--- config.mk ---
export PLATFORM = sky130hd
export DESIGN_NAME = vpiu_top
export DESIGN_NICKNAME = d
export VERILOG_FILES = /design/src/logic/vpiu_pkg.sv /design/src/logic/vpiu_arbiter.sv /design/src/logic/vpiu_top.sv
export SDC_FILE = /design/constraint.sdc
export NUM_CORES = 1
export LEC_CHECK = 0
export BUFFER_PORTS_ARGS = -buffer_cell sky130_fd_sc_hd__buf_4
export CAP_MARGIN = 0
export CELL_PAD_IN_SITES_DETAIL_PLACEMENT = 2
export CELL_PAD_IN_SITES_GLOBAL_PLACEMENT = 2
export CORE_UTILIZATION = 32
export DETAILED_ROUTE_END_ITERATION = 10
export PLACE_DENSITY = 0.93
export SLEW_MARGIN = 40
export SYNTH_ARGS = -nofsm -noshare
export SYNTH_HDL_FRONTEND = slang
export SYNTH_HIERARCHICAL = 1
export SYNTH_SLANG_ARGS = --single-unit
export TNS_END_PERCENT = 30
--- constraint.sdc ---
create_clock -name clock -period 1.2 [get_ports clock]
set_clock_uncertainty 0.05 [all_clocks]
set_input_delay 0.24 -clock clock [delete_from_list [all_inputs] [get_ports clock]]
set_output_delay 0.24 -clock clock [all_outputs]
set_load 0.03 [all_outputs]
--- src/logic/vpiu_pkg.sv ---
// package: vector numbers, levels, offsets and boot locations for the interrupt unit
package vpiu_pkg;
   localparam int NUM_VEC = 23;
   localparam int VEC_W = 5;
   localparam int ADDR_W = 21;
   localparam logic [1:0] LVL_MAX = 2'h3;
   // fixed levels
   localparam logic [1:0] CORE_EXC_LVL = 2'h3;
   localparam logic [1:0] SWI2_LVL = 2'h2;
   localparam logic [1:0] SWI1_LVL = 2'h1;
   localparam logic [1:0] SWI0_LVL = 2'h0;
   // programmable ranges
   localparam logic [1:0] DBG_LVL_MIN = 2'h1;
   localparam logic [1:0] DBG_LVL_MAX = 2'h3;
   localparam logic [1:0] PER_LVL_MIN = 2'h0;
   localparam logic [1:0] PER_LVL_MAX = 2'h2;
   // vector numbers
   localparam logic [4:0] VEC_FIRST = 5'h02;
   localparam logic [4:0] VEC_ILLEGAL = 5'h02;
   localparam logic [4:0] VEC_SWI3 = 5'h03;
   localparam logic [4:0] VEC_STACK_OVF = 5'h04;
   localparam logic [4:0] VEC_MISALIGN = 5'h05;
   localparam logic [4:0] VEC_DBG_STEP = 5'h06;
   localparam logic [4:0] VEC_DBG_BKPT0 = 5'h07;
   localparam logic [4:0] VEC_DBG_TRACE = 5'h09;
   localparam logic [4:0] VEC_DBG_TX_EMPTY = 5'h0A;
   localparam logic [4:0] VEC_DBG_RX_FULL = 5'h0B;
   localparam logic [4:0] VEC_SWI2 = 5'h0E;
   localparam logic [4:0] VEC_SWI1 = 5'h0F;
   localparam logic [4:0] VEC_SWI0 = 5'h10;
   localparam logic [4:0] VEC_EXT_A = 5'h11;
   localparam logic [4:0] VEC_EXT_B = 5'h12;
   localparam logic [4:0] VEC_LOW_VOLT = 5'h14;
   localparam logic [4:0] VEC_CLK_SYNTH = 5'h15;
   localparam logic [4:0] VEC_FLASH_ERR = 5'h16;
   // table entry size in program words
   localparam int VEC_STRIDE = 2;
   // boot locations, internal-boot mode
   localparam logic [20:0] BOOT_RESET_ADDR = 21'h04_0000;
   localparam logic [20:0] BOOT_WATCHDOG_ADDR = 21'h04_0002;
   localparam logic [20:0] TABLE_BASE_RESET = 21'h00_0000;

   typedef struct packed {
      logic valid;
      logic [4:0] vector;
      logic [1:0] level;
      logic [20:0] fetch_addr;
   } vpiu_grant_t;
endpackage

--- src/logic/vpiu_arbiter.sv ---
// combinational priority tree: highest level wins, ties to smallest vector
module vpiu_arbiter #(
   parameter int N = 23
) (
   input wire logic [N-1:0] pend,
   input wire logic [2*N-1:0] levels,
   output logic found,
   output logic [4:0] win_vec,
   output logic [1:0] win_lvl
);
   always_comb begin
      found = 1'b0;
      win_vec = 5'h00;
      win_lvl = 2'h0;
      // ascending scan, strict compare keeps the lower vector on a tie
      for (int i = 0; i < N; i++) begin
         if (pend[i] && (!found || levels[2*i +: 2] > win_lvl)) begin
            found = 1'b1;
            win_vec = 5'(i);
            win_lvl = levels[2*i +: 2];
         end
      end
   end
endmodule // vpiu_arbiter

--- src/logic/vpiu_top.sv ---
// vectored priority interrupt unit: level arbitration, vector fetch address, boot location
// Operation
// - higher levels always served before lower levels
// - equal level: smallest vector number wins
// - fetch address is table base plus offset
// - core exceptions vectors 2-5 fixed level 3
// - debug sources programmable levels one to three
// - external, voltage, clock, flash levels zero to two
// - software sets levels; soft interrupts fixed
// - entries 0 and 1 are reset overlays
// - boot at 04 0000, watchdog 04 0002
module vpiu_top (
   input wire logic clock,
   input wire logic reset_n,
   // core exceptions, vectors two to five
   input wire logic exc_illegal,
   input wire logic exc_swi3,
   input wire logic exc_stack_ovf,
   input wire logic exc_misalign,
   // debug unit sources, one bit each
   input wire logic [4:0] debug_unit_req,
   // software interrupts
   input wire logic swi2_req,
   input wire logic swi1_req,
   input wire logic swi0_req,
   // peripheral sources
   input wire logic external_request_a,
   input wire logic external_request_b,
   input wire logic low_voltage_req,
   input wire logic clk_synth_req,
   input wire logic flash_module_err_req,
   // level settings, two bits per source
   input wire logic [9:0] debug_unit_level,
   input wire logic [9:0] periph_level,
   // core side
   input wire logic [20:0] vector_table_base,
   input wire logic [1:0] core_mask_level,
   input wire logic watchdog_reset,
   output vpiu_pkg::vpiu_grant_t grant,
   output logic [20:0] boot_addr
);
   // ---------------------------------------------------------------
   // helpers
   // ---------------------------------------------------------------
   // a setting outside its window is pulled to the nearest edge, never refused
   function automatic logic [1:0] clamp_lvl(input logic [1:0] v, input logic [1:0] lo,
                                            input logic [1:0] hi);
      if (v < lo)
         return lo;
      else if (v > hi)
         return hi;
      else
         return v;
   endfunction

   // debug window is one to three
   function automatic logic [1:0] dbg_clamp(input logic [1:0] v);
      return clamp_lvl(v, vpiu_pkg::DBG_LVL_MIN, vpiu_pkg::DBG_LVL_MAX);
   endfunction

   // peripheral window is zero to two
   function automatic logic [1:0] per_clamp(input logic [1:0] v);
      return clamp_lvl(v, vpiu_pkg::PER_LVL_MIN, vpiu_pkg::PER_LVL_MAX);
   endfunction

   // each entry holds one two-word call, so offsets step by the stride
   function automatic logic [20:0] vec_offset(input logic [4:0] v);
      return 21'(v) * 21'(vpiu_pkg::VEC_STRIDE);
   endfunction

   // ---------------------------------------------------------------
   // debug unit levels
   // ---------------------------------------------------------------
   logic [1:0] step_lvl;
   logic [1:0] bkpt0_lvl;
   logic [1:0] trace_lvl;
   logic [1:0] tx_empty_lvl;
   logic [1:0] rx_full_lvl;

   always_comb begin
      // debug sources never fall below level one
      step_lvl = dbg_clamp(debug_unit_level[1:0]);
      bkpt0_lvl = dbg_clamp(debug_unit_level[3:2]);
      trace_lvl = dbg_clamp(debug_unit_level[5:4]);
      tx_empty_lvl = dbg_clamp(debug_unit_level[7:6]);
      rx_full_lvl = dbg_clamp(debug_unit_level[9:8]);
   end

   // ---------------------------------------------------------------
   // peripheral levels
   // ---------------------------------------------------------------
   logic [1:0] ext_a_lvl;
   logic [1:0] ext_b_lvl;
   logic [1:0] low_volt_lvl;
   logic [1:0] clk_synth_lvl;
   logic [1:0] flash_err_lvl;

   always_comb begin
      // peripherals never reach the core exception level
      ext_a_lvl = per_clamp(periph_level[1:0]);
      ext_b_lvl = per_clamp(periph_level[3:2]);
      low_volt_lvl = per_clamp(periph_level[5:4]);
      clk_synth_lvl = per_clamp(periph_level[7:6]);
      flash_err_lvl = per_clamp(periph_level[9:8]);
   end

   // ---------------------------------------------------------------
   // pending vector and level tables
   // ---------------------------------------------------------------
   logic [vpiu_pkg::NUM_VEC-1:0] pend;
   logic [2*vpiu_pkg::NUM_VEC-1:0] levels;

   always_comb begin
      // reserved entries and the reset overlays stay idle at level zero
      pend = '0;
      levels = '0;

      // core exceptions, fixed at the top level
      pend[vpiu_pkg::VEC_ILLEGAL] = exc_illegal;
      levels[2*int'(vpiu_pkg::VEC_ILLEGAL) +: 2] = vpiu_pkg::CORE_EXC_LVL;
      pend[vpiu_pkg::VEC_SWI3] = exc_swi3;
      levels[2*int'(vpiu_pkg::VEC_SWI3) +: 2] = vpiu_pkg::CORE_EXC_LVL;
      pend[vpiu_pkg::VEC_STACK_OVF] = exc_stack_ovf;
      levels[2*int'(vpiu_pkg::VEC_STACK_OVF) +: 2] = vpiu_pkg::CORE_EXC_LVL;
      pend[vpiu_pkg::VEC_MISALIGN] = exc_misalign;
      levels[2*int'(vpiu_pkg::VEC_MISALIGN) +: 2] = vpiu_pkg::CORE_EXC_LVL;

      // debug unit sources
      pend[vpiu_pkg::VEC_DBG_STEP] = debug_unit_req[0];
      levels[2*int'(vpiu_pkg::VEC_DBG_STEP) +: 2] = step_lvl;
      pend[vpiu_pkg::VEC_DBG_BKPT0] = debug_unit_req[1];
      levels[2*int'(vpiu_pkg::VEC_DBG_BKPT0) +: 2] = bkpt0_lvl;
      pend[vpiu_pkg::VEC_DBG_TRACE] = debug_unit_req[2];
      levels[2*int'(vpiu_pkg::VEC_DBG_TRACE) +: 2] = trace_lvl;
      pend[vpiu_pkg::VEC_DBG_TX_EMPTY] = debug_unit_req[3];
      levels[2*int'(vpiu_pkg::VEC_DBG_TX_EMPTY) +: 2] = tx_empty_lvl;
      pend[vpiu_pkg::VEC_DBG_RX_FULL] = debug_unit_req[4];
      levels[2*int'(vpiu_pkg::VEC_DBG_RX_FULL) +: 2] = rx_full_lvl;

      // software interrupts at fixed levels
      pend[vpiu_pkg::VEC_SWI2] = swi2_req;
      levels[2*int'(vpiu_pkg::VEC_SWI2) +: 2] = vpiu_pkg::SWI2_LVL;
      pend[vpiu_pkg::VEC_SWI1] = swi1_req;
      levels[2*int'(vpiu_pkg::VEC_SWI1) +: 2] = vpiu_pkg::SWI1_LVL;
      pend[vpiu_pkg::VEC_SWI0] = swi0_req;
      levels[2*int'(vpiu_pkg::VEC_SWI0) +: 2] = vpiu_pkg::SWI0_LVL;

      // peripheral sources
      pend[vpiu_pkg::VEC_EXT_A] = external_request_a;
      levels[2*int'(vpiu_pkg::VEC_EXT_A) +: 2] = ext_a_lvl;
      pend[vpiu_pkg::VEC_EXT_B] = external_request_b;
      levels[2*int'(vpiu_pkg::VEC_EXT_B) +: 2] = ext_b_lvl;
      pend[vpiu_pkg::VEC_LOW_VOLT] = low_voltage_req;
      levels[2*int'(vpiu_pkg::VEC_LOW_VOLT) +: 2] = low_volt_lvl;
      pend[vpiu_pkg::VEC_CLK_SYNTH] = clk_synth_req;
      levels[2*int'(vpiu_pkg::VEC_CLK_SYNTH) +: 2] = clk_synth_lvl;
      pend[vpiu_pkg::VEC_FLASH_ERR] = flash_module_err_req;
      levels[2*int'(vpiu_pkg::VEC_FLASH_ERR) +: 2] = flash_err_lvl;
   end

   // ---------------------------------------------------------------
   // arbitration
   // ---------------------------------------------------------------
   // pure logic: the winner follows the tables within the same cycle
   // ties go to the smaller vector inside the tree
   logic found;
   logic [4:0] win_vec;
   logic [1:0] win_lvl;

   vpiu_arbiter #(
      .N(vpiu_pkg::NUM_VEC)
   ) u_arb (
      .pend(pend),
      .levels(levels),
      .found(found),
      .win_vec(win_vec),
      .win_lvl(win_lvl)
   );

   // ---------------------------------------------------------------
   // registered grant
   // ---------------------------------------------------------------
   vpiu_pkg::vpiu_grant_t grant_r, grant_nxt;

   always_comb begin
      // vector and level stay visible while masked, so the core sees what waits
      grant_nxt.valid = found && (win_lvl >= core_mask_level);
      grant_nxt.vector = win_vec;
      grant_nxt.level = win_lvl;
      // the sum wraps at the top of program space
      grant_nxt.fetch_addr = 21'(vector_table_base + vec_offset(win_vec));
   end

   always_ff @(posedge clock or negedge reset_n) begin
      if (!reset_n) begin
         grant_r <= '0;
      end else begin
         grant_r <= grant_nxt;
      end
   end

   assign grant = grant_r;

   // ---------------------------------------------------------------
   // boot location
   // ---------------------------------------------------------------
   // the reset cause is sampled every cycle; the core reads it once reset ends
   logic [20:0] boot_r;
   logic [20:0] boot_nxt;

   always_comb begin
      boot_nxt = watchdog_reset ? vpiu_pkg::BOOT_WATCHDOG_ADDR : vpiu_pkg::BOOT_RESET_ADDR;
   end

   always_ff @(posedge clock or negedge reset_n) begin
      if (!reset_n) begin
         boot_r <= vpiu_pkg::BOOT_RESET_ADDR;
      end else begin
         boot_r <= boot_nxt;
      end
   end

   assign boot_addr = boot_r;
endmodule // vpiu_top

==> out/results.txt, run 1 <==
status: stopped before the end
last stage reached: 3_5_place_dp
Error: [ERROR DPL-0033] detailed placement checks failed during check placement.
post-synthesis mux area share: 0.02617
PortBufs: 92
post-detail-place hpwl: 18450 µm
largest family of logic cells by synthesized area: compound AO/OA/AOI/OAI gates
syn avg cell area: 7.902 µm²
Compound-Gate Fraction of Synth Area: 0.2789
synth warn: 6
IO Pins: 113
post-synth top area share: 0.1987
Post-synth EDFFs: 0
synth top area cells: dfrtp_1 (20%), ha_1 (12%), nand2_1 (4.5%)
Synth Instances: 478
FFs w/ async S/R, synth: 1.000
most common cell in the netlist: nand2_1
Die Y-Extent: 110.6 µm
die width: 110.6 µm
Most used DFF post-synth: dfrtp_1
GP Congestion: 0.8742
Cell Area, Synth: 3777 µm²
Yosys top cell by area: dfrtp_1
Synth Area in Adders: 0.1305
initial core utilization: 0.3294
Synth Area in Simple Gates: 0.2319
Synth cell types: 78
FF+latch count, synth: 30
Rows: 39
Seq/Total Area, Yosys: 0.1987
xor and xnor area share after synthesis: 0.03942
synth cell count leaders: nand2_1 (45), inv_1 (40), nor2_1 (39), ha_1 (36), dfrtp_1 (30)
cell families after synthesis:
| kind of cell | count (synthesis) |
|---|---|
| compound gates | 143 |
| fa+ha+maj | 39 |
| xor+xnor | 17 |
| simple gates | 167 |
| flops | 30 |
| mux | 9 |
| other cells | 2 |
| buf+inv | 71 |
per-stage QoR:
step           area, µm²  hold slack, ns
3_3_place_gp        6083          0.1268
2_1_floorplan       4384         -0.1056
==> run 2, diff against run 1 <==
CELL_PAD_IN_SITES_DETAIL_PLACEMENT = default   (was 2)
CELL_PAD_IN_SITES_GLOBAL_PLACEMENT = default   (was 2)
CORE_UTILIZATION = 20   (was 32)
PLACE_DENSITY = default   (was 0.93)
PLACE_DENSITY_LB_ADDON = 0.15   (was default)
==> out/results.txt, run 2 <==
switch share: 0.4088
Cell Area, Synth: 3777 µm² (unchanged)
FF+latch count, synth: 30 (unchanged)
total of max-cap violations: 0
Global Route Usage Sum: 0.1379
Yosys top cell by area: dfrtp_1
Worst EP arrival: 18.62 ns
Fmax: 54.07 MHz
IO Pins: 113 (unchanged)
PortBufs: 92 (unchanged)
post-synth top area share: 0.1987 (unchanged)
combinational group share of total power: 0.853
RSZ-0062 raised after global routing: true
CTS Buf Count: 5
Synth Instances: 478 (unchanged)
most common cell in the netlist: nand2_1
DR vias/cell: 4.196
CP max stage delay: 0.43 ns
commonest non-fill, non-tap cell in the layout: buf_4
GP Congestion: 0.7809 (-11%)
vias in the first global route: 4805
Worst Tran Pin Value: 0.5524 ns
First DRT Iteration DRCs: 124
die footprint: 19440 µm²
DP Area: 6271 µm²
placed insts: 1014
share of layout cells above drive strength 1: 0.5213
sequential power share: 0.082
Root Buffer: clkbuf_16
Max Transition Viols Final: 0
H-tree depth: 2
type of the worst setup path: in -> reg
Most used DFF post-synth: dfrtp_1
worst hold margin: 0.03139 ns
Die Y-Extent: 139.4 µm (+26%)
switching power: 7401 µW
number of inserted diodes: 0
total power draw: 18100 µW
peak supply drop: 1.193 mV
Final WS setup: -17.30 ns
WL/cell: 12.35 µm
largest net degree at the start of global routing: 31
initial core utilization: 0.2074 (-0.1220)
CTS tree: done
Post-DRT Antenna Nets: 0
total gr overflow: 0
Post-synth EDFFs: 0 (unchanged)
fin area: 7642 µm²
total iterations of the first detailed-routing run: 4
final hold violation count: 0
Slowest-stage cell, CP: or3b_4
CP startpoint kind: input pin
CP max FO: 8
Synth cell types: 78 (unchanged)
LEAKAGE: 0.003749 µW
leading cell types in the layout, fill and taps excluded: buf_4 (329), conb_1 (102), nand2_1 (42), inv_1 (36), dfrtp_1 (30)
Clock Path Buffers: 2
Rows: 49 (+26%)
core area: 18210 µm²
Hold Path Class: in -> reg
syn avg cell area: 7.902 µm² (unchanged)
Core Util, Final: 0.4197
FFs w/ async S/R, synth: 1.000 (unchanged)
CTS Sinks: 30
Clk pwr share: 0.066
die width: 139.4 µm (+26%)
Pint: 10700 µW
power per cell area: 2369 nW/µm²
total number of vias: 4712
delay-heaviest family, CP: compound AO/OA/AOI/OAI gates
final net count: 995
synth warn: 6 (unchanged)
min cycle time layout: 18.50 ns
crit path buf inv count: 22
Final Non-Filler Cells: 1123
fin crit share: 15.41
Routed WL: 13870 µm
max reg flops: 29
synth cell count leaders: nand2_1 (45), inv_1 (40), nor2_1 (39), ha_1 (36), dfrtp_1 (30)
cell mode on critical path: buf_4
Area Growth Syn to Fin: 102.3%
Clock transition at path regs: 0.05 ns
violated checks: negative setup slack
DRC viols: 0
critical path capture point type: register
final setup fails: 28
post-detail-place hpwl: 10410 µm (-44%)
synth top area cells: dfrtp_1 (20%), ha_1 (12%), nand2_1 (4.5%)
initial antenna violation count: 0
first-pass GRT wire length: 22200 µm
status: complete, but fails checks
Max-slew headroom: 0.6271
WP data required: 1.33 ns
Seq/Total Area, Yosys: 0.1987 (unchanged)
[run 2: cell counts after synthesis]
Identical to the previous run, type by type.
[run 2: area by class of cell]
type | count | area [µm²]
timing repair buffer | 341 | 2621
sequential | 30 | 750.7
fill | 1823 | 10570
inverter | 40 | 150.1
multi-input combinational | 477 | 3695
clock buffer | 6 | 138.9
tap | 229 | 286.5
[run 2: power by group through the flow]
stage	combinational [µW]	clock [µW]	sequential [µW]
finish	15400	1190	1480
global route	16800	1250	1510
CTS	13800	1210	1490
detailed placement	10300	0	1500
global placement	10200	0	1510
floorplan	5680	0	2110
[run 2: per-layer routing]
metal / wire length, µm / GRT usage / share of wire
met1: 5946 / 0.1622 / 0.43
met2: 7360 / 0.2653 / 0.53
met3: 415 / 0.01480 / 0.030
met4: 151 / 0.03041 / 0.011
met5: 0 / 0 / 0
[run 2: final timing paths]
| check | from | endpoint | slack, ns | depth (start not counted) |
|---|---|---|---|---|
| max | exc_illegal | grant[17]$_DFF_PN0_ | -17.30 | 117 |
| min | vector_table_base[0] | grant[0]$_DFF_PN0_ | 0.03 | 1 |
| max in group asynchronous | reset_n | grant[6]$_DFF_PN0_ | 0.43 | 2 |
| min in group asynchronous | reset_n | grant[15]$_DFF_PN0_ | 0.39 | 2 |
[run 2: kinds of logic (layout without fill, tap and decap cells)]
kind of cell               count (synthesis)  in the layout  synth area share
AOI/OAI and AO/OA                        143            143            0.2789
xor gates and xnor gates                  17             17           0.03942
adders and majority gates                 39             39            0.1305
buffers and inverters                     71            387           0.09241
DFF                                       30             30            0.1987
muxes                                      9              9           0.02617
other                                      2            102          0.001988
and+or+nand+nor                          167            167            0.2319
[run 2: what timing repair did]
action / CTS / global route
pin swaps: 68 / 39
gates resized for setup: 50 / 42
hold endpoints to repair: 30 / 0
cloned: 0 / 0
setup buffers: 90 / 14
hold buffers: 1 / 0
setup endpoints to repair: 28 / 28
[run 2: metrics by stage]
stage               worst slack (ns)  TNS, ns
floorplan                     -15.04  -407.45
finish                        -17.30  -471.67
CTS                           -17.15  -467.39
global placement              -17.86  -487.37
detailed placement            -18.14  -495.26
global route                  -18.42  -503.00
Note: power is estimated with default switching activity, not from simulation.
==> run 3, diff against run 2 <==
RECOVER_POWER = 25   (was default)
==> out/results.txt, run 3 (synthesized netlist as in run 2, its figures left out) <==
core area: 18210 µm² (unchanged)
TNS Setup: -471.68 ns (-0.003000 ns)
Hold Path Class: in -> reg
Max-slew headroom: 0.6271 (unchanged)
DR vias/cell: 4.196 (unchanged)
PortBufs: 92 (unchanged)
setup slack at placement: -18.14 ns (unchanged)
post-detail-place hpwl: 10410 µm (unchanged)
CTS tree: done
Clock Path Buffers: 2 (unchanged)
vias in the first global route: 4805 (unchanged)
total gr overflow: 0 (unchanged)
Max Transition Viols Final: 0 (unchanged)
Slowest-stage cell, CP: or3b_4
initial core utilization: 0.2074 (unchanged)
Routed WL: 13870 µm (about the same)
commonest non-fill, non-tap cell in the layout: buf_4
DRC viols: 0 (unchanged)
cell mode on critical path: buf_4
LEAKAGE: 0.003749 µW (about the same)
power per cell area: 2369 nW/µm² (about the same)
fillcell total: 1823 (unchanged)
CTS Buf Count: 5 (unchanged)
Area Growth Syn to Fin: 102.3% (unchanged)
GP Congestion: 0.7809 (unchanged)
CP max FO: 8 (unchanged)
die width: 139.4 µm (unchanged)
type of the worst setup path: in -> reg
largest net degree at the start of global routing: 31 (unchanged)
leading cell types in the layout, fill and taps excluded: buf_4 (326), conb_1 (102), nand2_1 (42), inv_1 (36), dfrtp_1 (30)
final hold violation count: 0 (unchanged)
WP data required: 1.33 ns (about the same)
violated checks: negative setup slack
Global Route Usage Sum: 0.1379 (unchanged)
Worst Tran Pin Value: 0.5524 ns (unchanged)
die footprint: 19440 µm² (unchanged)
final net count: 995 (unchanged)
Die Y-Extent: 139.4 µm (unchanged)
H-tree depth: 2 (unchanged)
Clock transition at path regs: 0.05 ns (about the same)
Rows: 49 (unchanged)
min cycle time layout: 18.49 ns (-0.001100 ns)
peak supply drop: 1.192 mV (about the same)
max reg flops: 29 (unchanged)
delay-heaviest family, CP: compound AO/OA/AOI/OAI gates
initial antenna violation count: 0 (unchanged)
critical path capture point type: register
First DRT Iteration DRCs: 122 (-1.6%)
WL/cell: 12.35 µm (about the same)
Root Buffer: clkbuf_16
CP startpoint kind: input pin
number of inserted diodes: 0 (unchanged)
status: complete, but fails checks
total number of vias: 4712 (unchanged)
final setup fails: 28 (unchanged)
total power draw: 18100 µW (about the same)
total iterations of the first detailed-routing run: 4 (unchanged)
first-pass GRT wire length: 22200 µm (unchanged)
crit path buf inv count: 22 (unchanged)
Sequential cell area: 750.7 µm² (unchanged)
Worst EP arrival: 18.62 ns (about the same)
Final WS setup: -17.29 ns (+0.001100 ns)
share of layout cells above drive strength 1: 0.5213 (unchanged)
CP max stage delay: 0.43 ns (about the same)
RSZ-0062 raised after global routing: true
Post-DRT Antenna Nets: 0 (unchanged)
fin crit share: 15.41 (about the same)
Fmax: 54.07 MHz (about the same)
area of the multi-input gates: 3695 µm² (unchanged)
total of max-cap violations: 0 (unchanged)
IO Pins: 113 (unchanged)
CTS Sinks: 30 (unchanged)
## run 3: layer usage
| metal | up-vias | global-route usage | routed length, µm |
|---|---|---|---|
| met5 | - | 0 | 0 |
| met4 | 0 | 0.03041 | 151 |
| met3 | 17 | 0.01480 | 415 |
| met2 | 96 | 0.2653 | 7358 |
| met1 | 2158 | 0.1622 | 5943 |
| li1 | 2441 | - | - |
## run 3: repair_timing
item,4_1_cts,5_1_grt
hold endpoints to repair,30,0
hold buffers,1,0
pin swaps,68,39
gates resized for setup,50,42
setup buffers,90,14
setup endpoints to repair,28,28
## run 3: area by class of cell
type,count,share of cell area
clock buffer,6,0.01817
tap,229,0.03749
multi-input combinational,477,0.4835
timing repair buffer,341,0.3430
inverter,40,0.01965
sequential,30,0.09823
## run 3: worst paths after layout
kind	to	slack, ns	depth (start not counted)	start
worst max-delay path	grant[17]$_DFF_PN0_	-17.29	117	exc_illegal
worst min-delay path	boot_addr[1]$_DFF_PN0_	0.05	1	watchdog_reset
max in group asynchronous	grant[6]$_DFF_PN0_	0.38	2	reset_n
min in group asynchronous	grant[15]$_DFF_PN0_	0.42	2	reset_n
## run 3: report_power, final
part,switching (µW),leakage (µW),internal [µW]
combinational,6910,0.00333,8520
sequential,101,0.000348,1380
clock,389,0.0000688,797
## run 3: metrics by stage
step	instances	hold slack, ns	utilization	instance area (µm²)
2_1_floorplan	578	-0.1056	-	4384
3_3_place_gp	1014	0.1401	0.3444	6271
3_5_place_dp	1014	0.1434	0.3444	6271
4_1_cts	1110	0.02573	0.4024	7327
5_1_grt	1123	0.04149	0.4197	7642
6_report	1123	0.05399	0.4197	7642
